[config.mk]
export PLATFORM = sky130hd
export DESIGN_NAME = fabric_top
export DESIGN_NICKNAME = d
export VERILOG_FILES = /design/src/hdl/fabric_pkg.sv /design/src/hdl/port_if.sv /design/src/hdl/master_port_ctl.sv /design/src/hdl/fabric_top.sv
export SDC_FILE = /design/constraint.sdc
export NUM_CORES = 1
export LEC_CHECK = 0
export BUFFER_PORTS_ARGS = -buffer_cell sky130_fd_sc_hd__buf_2
export CAP_MARGIN = 20
export CORE_AREA = 2 2 146 148
export CTS_BUF_LIST = sky130_fd_sc_hd__clkbuf_8
export DETAILED_ROUTE_END_ITERATION = 7
export DIE_AREA = 0 0 148 150
export HOLD_SLACK_MARGIN = 0.03
export SLEW_MARGIN = 20
export SYNTH_ARGS = -nofsm -noshare
export SYNTH_HDL_FRONTEND = slang
export SYNTH_SLANG_ARGS = --single-unit
[constraint.sdc]
create_clock -name ref_clk -period 2.9 [get_ports ref_clk]
set_clock_uncertainty 0.15 [all_clocks]
set_input_delay 0.145 -clock ref_clk [delete_from_list [all_inputs] [get_ports ref_clk]]
set_output_delay 0.145 -clock ref_clk [all_outputs]
set_load 0.01 [all_outputs]
[src/hdl/fabric_pkg.sv]
// package: fabric sizes, slave map, wait-state timing and decode functions
`default_nettype none
package fabric_pkg;
  // ********************************************************************
  // sizes
  // ********************************************************************
  localparam int NM = 2; // master ports
  localparam int NS = 2; // slave ports
  localparam int MAW = 32; // master byte address width
  localparam int DW = 32; // data width of every port
  localparam int SAW = 16; // widest slave word address port
  localparam int CW = 4; // wait-state counter width
  localparam int BYTE_BITS = 2; // byte address bits inside one word

  // ********************************************************************
  // slave map and timing
  // ********************************************************************
  localparam logic [MAW-1:0] S_BASE [NS] = '{32'h0000_0000, 32'h0001_0000};
  localparam int S_AW [NS] = '{14, 8}; // slave word address widths
  localparam logic [CW-1:0] S_SETUP [NS] = '{4'h0, 4'h1}; // cycles before strobe
  localparam logic [CW-1:0] S_WAIT [NS] = '{4'h0, 4'h2}; // fixed strobe wait cycles
  localparam logic [CW-1:0] S_HOLD [NS] = '{4'h0, 4'h1}; // cycles after strobe
  localparam logic [DW-1:0] RDATA_RST = 32'h0000_0000;
  localparam logic [CW-1:0] CNT_RST = 4'h0;

  // ********************************************************************
  // decode functions
  // ********************************************************************
  // true when a byte address lies in the slave's base range
  function automatic logic addr_hit(input logic [MAW-1:0] a, input int s);
    logic [MAW-1:0] off;
    off = a - S_BASE[s];
    return (a >= S_BASE[s]) && ((off >> (BYTE_BITS + S_AW[s])) == '0);
  endfunction

  // slave-aligned word address, bits above the slave width forced low
  function automatic logic [SAW-1:0] word_addr(input logic [MAW-1:0] a, input int s);
    logic [MAW-1:0] off;
    logic [SAW-1:0] w;
    off = (a - S_BASE[s]) >> BYTE_BITS;
    w = '0;
    for (int i = 0; i < SAW; i++) begin
      w[i] = (i < S_AW[s]) ? off[i] : 1'b0;
    end
    return w;
  endfunction
endpackage
`default_nettype wire

[src/hdl/port_if.sv]
// interface: one master controller's view toward the slave side of the fabric
`default_nettype none
interface port_if;
  import fabric_pkg::*;
  logic [NS-1:0] tgt; // one-hot decoded target
  logic active; // transfer owns the target (setup, strobe or hold)
  logic rd_stb;
  logic wr_stb;
  logic [SAW-1:0] saddr; // slave-aligned word address
  modport ctl (output tgt, active, rd_stb, wr_stb, saddr);
  modport fab (input tgt, active, rd_stb, wr_stb, saddr);
endinterface
`default_nettype wire

[src/hdl/master_port_ctl.sv]
// module: per-master decoder, read-data multiplexer and wait-state machine
`default_nettype none
module master_port_ctl
  import fabric_pkg::*;
(
  input wire logic ref_clk,
  input wire logic rst_n,
  input wire logic [MAW-1:0] m_addr,
  input wire logic m_read,
  input wire logic m_write,
  output logic [DW-1:0] m_rdata,
  output logic m_waitreq,
  input wire logic [NS-1:0] grant,
  input wire logic [NS-1:0][DW-1:0] s_rdata,
  input wire logic [NS-1:0] s_waitreq,
  port_if.ctl pif
);
  typedef enum logic [5:0] {
    ST_IDLE = 6'b000001, ST_ARB = 6'b000010, ST_SETUP = 6'b000100,
    ST_ACC = 6'b001000, ST_HOLD = 6'b010000, ST_DONE = 6'b100000
  } state_e;

  state_e state_q, state_d;
  logic [CW-1:0] cnt_q, cnt_d;
  logic [NS-1:0] hit, tgt_q;
  logic [DW-1:0] rdata_q, mux_rdata;
  logic [CW-1:0] setup_c, wait_c, hold_c;
  logic req, acc_end;

  // ********************************************************************
  // address decode
  // ********************************************************************
  // independent decoder for this master
  always_comb begin
    for (int s = 0; s < NS; s++) begin
      hit[s] = addr_hit(m_addr, s);
    end
  end

  // timing figures and slave address of the held target
  always_comb begin
    setup_c = '0;
    wait_c = '0;
    hold_c = '0;
    mux_rdata = '0;
    pif.saddr = '0;
    for (int s = 0; s < NS; s++) begin
      if (tgt_q[s]) begin
        setup_c = S_SETUP[s];
        wait_c = S_WAIT[s];
        hold_c = S_HOLD[s];
        mux_rdata = s_rdata[s];
        pif.saddr = word_addr(m_addr, s);
      end
    end
  end

  assign req = m_read | m_write;
  assign acc_end = (state_q == ST_ACC) && (cnt_q == '0) && ((s_waitreq & tgt_q) == '0);

  // ********************************************************************
  // wait-state machine
  // ********************************************************************
  // next state and counter
  always_comb begin
    state_d = state_q;
    cnt_d = cnt_q;
    case (state_q)
      ST_IDLE: begin
        if (req && hit != '0) begin
          state_d = ST_ARB;
        end else if (req) begin
          state_d = ST_DONE; // unmapped: finish with zero data
        end
      end
      ST_ARB: begin
        if ((grant & tgt_q) != '0) begin
          state_d = (setup_c == '0) ? ST_ACC : ST_SETUP;
          cnt_d = (setup_c == '0) ? wait_c : setup_c - 4'h1;
        end
      end
      ST_SETUP: begin
        if (cnt_q == '0) begin
          state_d = ST_ACC;
          cnt_d = wait_c;
        end else begin
          cnt_d = cnt_q - 4'h1;
        end
      end
      ST_ACC: begin
        if (cnt_q != '0) begin
          cnt_d = cnt_q - 4'h1;
        end else if (acc_end) begin
          state_d = (hold_c == '0) ? ST_DONE : ST_HOLD;
          cnt_d = (hold_c == '0) ? '0 : hold_c - 4'h1;
        end
      end
      ST_HOLD: begin
        if (cnt_q == '0) begin
          state_d = ST_DONE;
        end else begin
          cnt_d = cnt_q - 4'h1;
        end
      end
      ST_DONE: state_d = ST_IDLE;
      default: state_d = ST_IDLE;
    endcase
  end

  // state registers
  always_ff @(posedge ref_clk or negedge rst_n) begin
    if (!rst_n) begin
      state_q <= ST_IDLE;
      cnt_q <= CNT_RST;
    end else begin
      state_q <= state_d;
      cnt_q <= cnt_d;
    end
  end

  // target latched when a transfer starts
  always_ff @(posedge ref_clk or negedge rst_n) begin
    if (!rst_n) begin
      tgt_q <= '0;
    end else if (state_q == ST_IDLE) begin
      tgt_q <= req ? hit : '0;
    end else if (state_q == ST_DONE) begin
      tgt_q <= '0;
    end
  end

  // read data captured at the end of the strobe
  always_ff @(posedge ref_clk or negedge rst_n) begin
    if (!rst_n) begin
      rdata_q <= RDATA_RST;
    end else if (state_q == ST_IDLE) begin
      rdata_q <= RDATA_RST;
    end else if (acc_end && m_read) begin
      rdata_q <= mux_rdata;
    end
  end

  // master and slave-side outputs
  assign m_rdata = rdata_q;
  assign m_waitreq = req && (state_q != ST_DONE);
  assign pif.tgt = tgt_q;
  assign pif.active = state_q inside {ST_SETUP, ST_ACC, ST_HOLD};
  assign pif.rd_stb = (state_q == ST_ACC) && m_read;
  assign pif.wr_stb = (state_q == ST_ACC) && m_write;
endmodule
`default_nettype wire

[src/hdl/fabric_top.sv]
// module: interconnect fabric top joining all master ports to all slave ports
`default_nettype none
module fabric_top
  import fabric_pkg::*;
(
  input wire logic ref_clk,
  input wire logic rst_n,
  input wire logic [NM-1:0][MAW-1:0] m_addr,
  input wire logic [NM-1:0] m_read,
  input wire logic [NM-1:0] m_write,
  input wire logic [NM-1:0][DW-1:0] m_wdata,
  output logic [NM-1:0][DW-1:0] m_rdata,
  output logic [NM-1:0] m_waitreq,
  input wire logic [NM-1:0][NS-1:0] arb_grant,
  output logic [NS-1:0] s_sel,
  output logic [NS-1:0][SAW-1:0] s_addr,
  output logic [NS-1:0] s_read,
  output logic [NS-1:0] s_write,
  output logic [NS-1:0][DW-1:0] s_wdata,
  input wire logic [NS-1:0][DW-1:0] s_rdata,
  input wire logic [NS-1:0] s_waitreq
);
  port_if pif [NM] ();
  logic [NM-1:0][NS-1:0] tgt;
  logic [NM-1:0] active, rd_stb, wr_stb;
  logic [NM-1:0][SAW-1:0] saddr;
  logic [NM-1:0][NS-1:0] grant_col;

  // ********************************************************************
  // per-master controllers
  // ********************************************************************
  // one decoder, mux and wait machine per master
  for (genvar m = 0; m < NM; m++) begin : g_m
    master_port_ctl u_ctl (
      .ref_clk(ref_clk),
      .rst_n(rst_n),
      .m_addr(m_addr[m]),
      .m_read(m_read[m]),
      .m_write(m_write[m]),
      .m_rdata(m_rdata[m]),
      .m_waitreq(m_waitreq[m]),
      .grant(arb_grant[m]),
      .s_rdata(s_rdata),
      .s_waitreq(s_waitreq),
      .pif(pif[m])
    );
    assign tgt[m] = pif[m].tgt;
    assign active[m] = pif[m].active;
    assign rd_stb[m] = pif[m].rd_stb;
    assign wr_stb[m] = pif[m].wr_stb;
    assign saddr[m] = pif[m].saddr;
    assign grant_col[m] = arb_grant[m] & tgt[m];
  end

  // ********************************************************************
  // slave-side drive
  // ********************************************************************
  // each slave follows the granted master that targets it; the arbiter
  // keeps grants one-hot per slave, lowest master wins if it does not
  always_comb begin
    s_sel = '0;
    s_addr = '0;
    s_read = '0;
    s_write = '0;
    s_wdata = '0;
    for (int s = 0; s < NS; s++) begin
      for (int m = NM - 1; m >= 0; m--) begin
        if (grant_col[m][s]) begin
          s_sel[s] = active[m];
          s_addr[s] = saddr[m];
          s_read[s] = rd_stb[m];
          s_write[s] = wr_stb[m];
        end
        // write data reaches every slave the master holds a grant on
        if (arb_grant[m][s]) begin
          s_wdata[s] = m_wdata[m];
        end
      end
    end
  end
endmodule
`default_nettype wire

Word level (Yosys, flattened, before mapping)
Index checks and enable logic that the tools add are counted.

Logic and storage cells: 178. Register bits after elaboration: 88. Input bits: 204. Output and inout bits: 168.

Multiplexer cells: 78. Reduce and logical (&&, ||, !) cells: 46. Order comparisons: 4. $add $sub $neg: 6. Equality and inequality tests: 30. Bitwise gates (word level): 6.

Operator list (count): 2-to-1 mux 32 bit (12); zero test 32 bit (4); 2-to-1 mux 16 bit (6); 2-to-1 mux 6 bit (16); >= comparator 32 x 1 -> 1 bit (second input constant) (2); >= comparator 32 x 17 -> 1 bit (second input constant) (2); 2-to-1 mux 4 bit (16); subtractor 32 x 17 -> 32 bit (second input constant) (2); case mux 6 bit (5 select lines) (2); case mux 4 bit (4 select lines) (2); 2-to-1 mux 14 bit (2); logical AND 1 bit (18); zero test 4 bit (4); 2-to-1 mux 2 bit (8); inequality test 2 x 1 -> 1 bit (second input constant) (8); nonzero test 2 bit (8); nonzero test 4 bit (4); 2-to-1 mux 1 bit (14); == test 6 x 1 -> 1 bit (second input constant) (2); == test 6 x 2 -> 1 bit (second input constant) (2); == test 6 x 3 -> 1 bit (second input constant) (2); == test 6 x 4 -> 1 bit (second input constant) (2); == test 6 x 5 -> 1 bit (second input constant) (2); == test 6 bit (second input constant) (2); 12 further kinds (28).

Depth between registers and ports, before layout
Word-level depth: 7. Mapped depth: 8. Depth with buffers taken out: 7.

Cells and area by module
A second synthesis with hierarchy kept.

Cells, all modules: 802. Area, all modules: 6441.2 um^2.

By module, submodules not included: master_port_ctl (cells each 259, seq. area each 1102.3 um^2, times used 2, area an instance 2449.8 um^2); fabric_top (cells each 284, seq. area each 0.0 um^2, times used 1, area an instance 1541.5 um^2).

Least setup slack after synthesis
Ideal clock, no wire load.

Kind: register -> register. Start: reg g_m[0].u_ctl.cnt_q[0]. End: reg g_m[0].u_ctl.state_q[3]. Arrival time: 1.860 ns. Clock period less this slack: 2.092 ns. Setup time: 0.083 ns. Cell stages (with the launch flop): 8. Required time: 2.667 ns. Slack: 0.808 ns. Path buffers: 0. Cell sequence: dfrtp_1 > inv_1 > ha_1 > or3b_2 > o211ai_1 > nand2_1 > or3_1 > o21ai_0.

Cells in the longest elaborated chain, start to end: 5. Elaborated cells between the ends (all ways): 9. Classes of those cells: eq/ne: 4; reduce/logical: 5.

RTL lines: start: declaration (RTL line master_port_ctl.sv:24) `logic [CW-1:0] cnt_q, cnt_d;`; start signal: assignment (RTL line master_port_ctl.sv:117) `cnt_q <= cnt_d;`; zero test 4 bit (RTL line master_port_ctl.sv:59, master_port_ctl.sv:83, master_port_ctl.sv:99); logical AND 1 bit (2 in a row) (RTL line master_port_ctl.sv:59) `assign acc_end = (state_q == ST_ACC) && (cnt_q == '0) && ((s_waitreq & tgt_q) == '0);`; inequality test 2 x 1 -> 1 bit (no source line); AND reduction 6 bit (no source line) *; end signal: assignment (RTL line master_port_ctl.sv:116) `state_q <= state_d;`; end: declaration (RTL line master_port_ctl.sv:23) `state_e state_q, state_d;`.

Mark *: on every way between the ends. The rest lies on a longest branch, timed or not. A chain may end at the register's enable or synchronous reset.

Worst setup path after layout
Start: reg g_m[1].u_ctl.tgt_q[1]. End: reg g_m[1].u_ctl.rdata_q[13].

Cells in the longest elaborated chain, start to end: 5. Elaborated cells between the ends (all ways): 8. Classes of those cells: mux: 3; bitwise: 1; reduce/logical: 4.

RTL lines: start: declaration (RTL line master_port_ctl.sv:25) `logic [NS-1:0] hit, tgt_q;`; start signal: assignment (RTL line master_port_ctl.sv:126) `tgt_q <= req ? hit : '0;`; bitwise AND 2 bit (RTL line master_port_ctl.sv:59); zero test 2 bit (RTL line master_port_ctl.sv:59); logical AND 1 bit (RTL line master_port_ctl.sv:59); logical AND 1 bit (RTL line master_port_ctl.sv:138) `end else if (acc_end && m_read) begin`; nonzero test 2 bit (no source line); end signal: assignment (RTL line master_port_ctl.sv:139) `rdata_q <= mux_rdata;`; end: declaration (RTL line master_port_ctl.sv:26) `logic [DW-1:0] rdata_q, mux_rdata;`.

Several ways; a longest one is shown, not always the timed one. The select of a mux whose other input is x is not followed.

==> reports/results.txt <==
total global routing track utilization -> 23.13%
Worst VDD drop -> 189.9 µV
Slew Limit Fails -> 0
Vias -> 7557
fin util -> 44.34%
final cell count without fillers -> 1472
vias in the first global route -> 7252
FF-to-FF setup slack -> 440 ps
Port Buf Inserts -> 357
Mean Syn Cell Area -> 7.709 µm²
Crit path largest cell delay -> 580 ps
Synth top area share -> 36.26%
chip width -> 148 µm
CTS root buf -> clkbuf_8
CP delay by family, top -> buffers and inverters
hpwl dp -> 19330 µm
P_sw -> 944.4 µW
internal power -> 2.059 mW
Period minus WS final -> 2462 ps
clock group share of total power -> 32.0%
final setup fails -> 0
row count -> 53
CTS buffer count -> 9
overall die height -> 150 µm
DRC Markers -> 0
# resized after CTS -> 0
R2R depth -> 6
reg-to-reg endpoint -> g_m[1].u_ctl.m_rdata[13]
Slew HR -> 50.22%
worst-path cell chain -> buf_4 > nor2b_2 > buf_4 > a22oi_1 > dlygate4sd3_1 > o21ai_0
WP data required -> 2970 ps
Via density -> 5.134
final hold violations -> 0
Yosys warnings -> 0
FF+latch count, synth -> 88
RSZ-0062 raised after global routing -> false
Wirelength per Cell -> 18.27 µm
sequential area share after synthesis -> 37.14%
boundary pin count -> 372
WP depth -> 6
startpoint types -> register
Worst Setup EP -> g_m[1].u_ctl.m_rdata[13]
Async SR Flop Fraction -> 100.0%
CTS tree -> built
clock buffer depth -> 2
core footprint -> 20690 µm²
post-synthesis cell type count -> 59
switch share -> 31.44%
HP Class -> in2reg
final wirelength -> 26890 µm
Leakage -> 4.470 nW
setup TNS -> 0 ps
top cells by area, synth -> dfrtp_1 36%, o21ai_0 9.3%, a22o_1 8.4%, nand2_1 7.7%, nand3_1 6.4%
CTS Sinks -> 88
1st-iter DRT viols -> 329
Crit path top cell by count -> buf_4
leading area contributor after synthesis -> dfrtp_1
Antenna Nets Post-Route -> 0
Placer Congestion -> 0.8915
critical path type -> reg2reg
Worst-path clk slew -> 90 ps
Reg power frac -> 42.0%
CP max-delay cell -> dlygate4sd3_1
DP Cell Count -> 1354
outcome -> finished, final reports clean
CTS hold repair buffers -> 101
iteration count of the initial detailed-routing pass -> 4
postcts setup bufs -> 0
area grow syn2layout -> 54.55%
CP endpoint kind -> register
max-capacitance violation count -> 0
clock latency on the worst-skew pair -> 360 ps
largest net degree at the start of global routing -> 71
Max Clk Rate -> 406.2 MHz
Synth Flop Type -> dfrtp_1
H-tree Lvls -> 3
Tightest Pin Transition -> 746.7 ps
Starting Density -> 28.69%
die area -> 22200 µm²
critical path startpoint -> g_m[1].u_ctl.pif.tgt[1]
CP bufs+invs -> 3
antenna violations before repair -> 2
number of synthesized flops with an enable pin -> 0
Final nets -> 1397
Comb pwr share -> 26.0%
share of layout cells above drive strength 1 -> 34.03%
GRT Residual Overflow -> 0
Pwr Total -> 3.003 mW
Final period util -> 84.89%
Critical Path Fanout Max -> 31
Critical Path AT -> 2530 ps
first-pass GRT wire length -> 40160 µm
PD cells -> 327.4 nW/µm²
Reg-to-Reg Start -> g_m[1].u_ctl.pif.tgt[1]
Mapped Area -> 5936 µm²
cell count after synthesis -> 770
==> power by group through the flow <==
stage	registers [mW]	clock network, mW	logic [mW]
detailed placement	1.28	0	0.700
global placement	1.28	0	0.697
floorplan	1.28	0	0.339
CTS	1.26	0.992	0.775
finish	1.26	0.962	0.780
global route	1.26	1.03	0.847
==> worst min path at each step <==
| stage | slack, ps | startpoint | cells after the start | to |
|---|---|---|---|---|
| 5_1_grt | 60 | m_read[0] | 3 | g_m[0].u_ctl.state_q[0] |
| 3_3_place_gp | 110 | rst_n | 1 | g_m[1].u_ctl.m_rdata[11] |
| 6_report | 50 | m_read[0] | 3 | g_m[0].u_ctl.state_q[0] |
| 3_5_place_dp | 110 | rst_n | 1 | g_m[1].u_ctl.m_rdata[24] |
| 4_1_cts | 30 | m_read[0] | 3 | g_m[0].u_ctl.state_q[0] |
| 2_1_floorplan | -300 | rst_n | 0 | g_m[0].u_ctl.cnt_q[0] |
==> through the flow <==
step	setup slack (ps)	cell area (µm²)	hold slack [ps]
5_1_grt	291.8	9174	62.29
3_3_place_gp	629.2	7939	107.4
3_5_place_dp	600.1	7939	111.9
2_1_floorplan	807.8	5969	-300.6
6_report	438.0	9174	52.45
4_1_cts	429.7	9171	33.84
==> cell usage in the layout (no fill, tap or decap), types with 5 or more instances in the layout <==
cell and n:
buf_2 356, nand2_1 121, o21ai_0 110, dlygate4sd3_1 101, dfrtp_1 85, nand3_1 74, a22o_1 57, nor2_1 52
a21oi_1 37, a22oi_1 32, buf_4 18, o22ai_1 10, conb_1 10, clkbuf_8 9, inv_1 8, nor4_1 8
nor2b_1 8, nand3b_1 7, nor3_1 7, o211ai_1 6, and2_1 5, nor3b_1 5, xor2_1 5
==> worst reg2reg max path, cell delays in order, from the launching register on <==
cell and delay [ps]:
dfrtp_1 520, buf_4 410, nor2b_2 70, buf_4 250, a22oi_1 250, dlygate4sd3_1 590, o21ai_0 90
==> registers in the layout, summed over array words and instances, names as in the netlist <==
register,count
g_m.u_ctl.pif.tgt,4
g_m.u_ctl.cnt_q,8
g_m.u_ctl.state_q,12
g_m.u_ctl.m_rdata,64
==> layout make-up <==
type                       count  area, µm²
fill                        2168      11520
multi-input combinational    609       3426
timing repair buffer         476       2948
sequential                    88       2206
tap                          275      344.1
clock buffer                   9      123.9
clock inverter                 7      97.59
inverter                       7      26.28
antenna                        1      2.502
==> synthesized netlist by cell type (6+ instances only) <==
| library cell | n |
|---|---|
| clkbuf_1 | 57 |
| buf_4 | 12 |
| o211ai_1 | 6 |
| nor3_1 | 7 |
| nand2_1 | 121 |
| a21oi_1 | 37 |
| nor4_1 | 8 |
| nor2b_1 | 10 |
| nand3_1 | 76 |
| dfrtp_1 | 86 |
| nand3b_1 | 7 |
| a22o_1 | 57 |
| o22ai_1 | 10 |
| o21ai_0 | 110 |
| a22oi_1 | 32 |
| nor2_1 | 52 |
| inv_1 | 7 |
==> per-layer routing <==
metal | part of all wire (%) | GRT usage (%) | vias to the layer above
met2 | 48 | 39.68 | 317
li1 | - | - | 3644
met4 | 2.6 | 7.714 | 2
met1 | 39 | 27.76 | 3552
met3 | 10 | 6.829 | 42
met5 | 0.045 | 0 | -
==> cells by family (layout without fill, tap and decap cells) <==
logic type	count (synthesis)	after routing	synth area share, %
AND/OR/NAND/NOR	314	314	25.23
flip-flops	88	88	37.14
AO/OA/AOI/OAI	277	277	30.27
adder cells (fa/ha/maj)	2	2	0.4215
buffers and inverters	82	499	5.966
XOR/XNOR	5	5	0.7377
multiplexers	1	1	0.1686
other	1	11	0.06318
(Power assumes the default switching activity.)
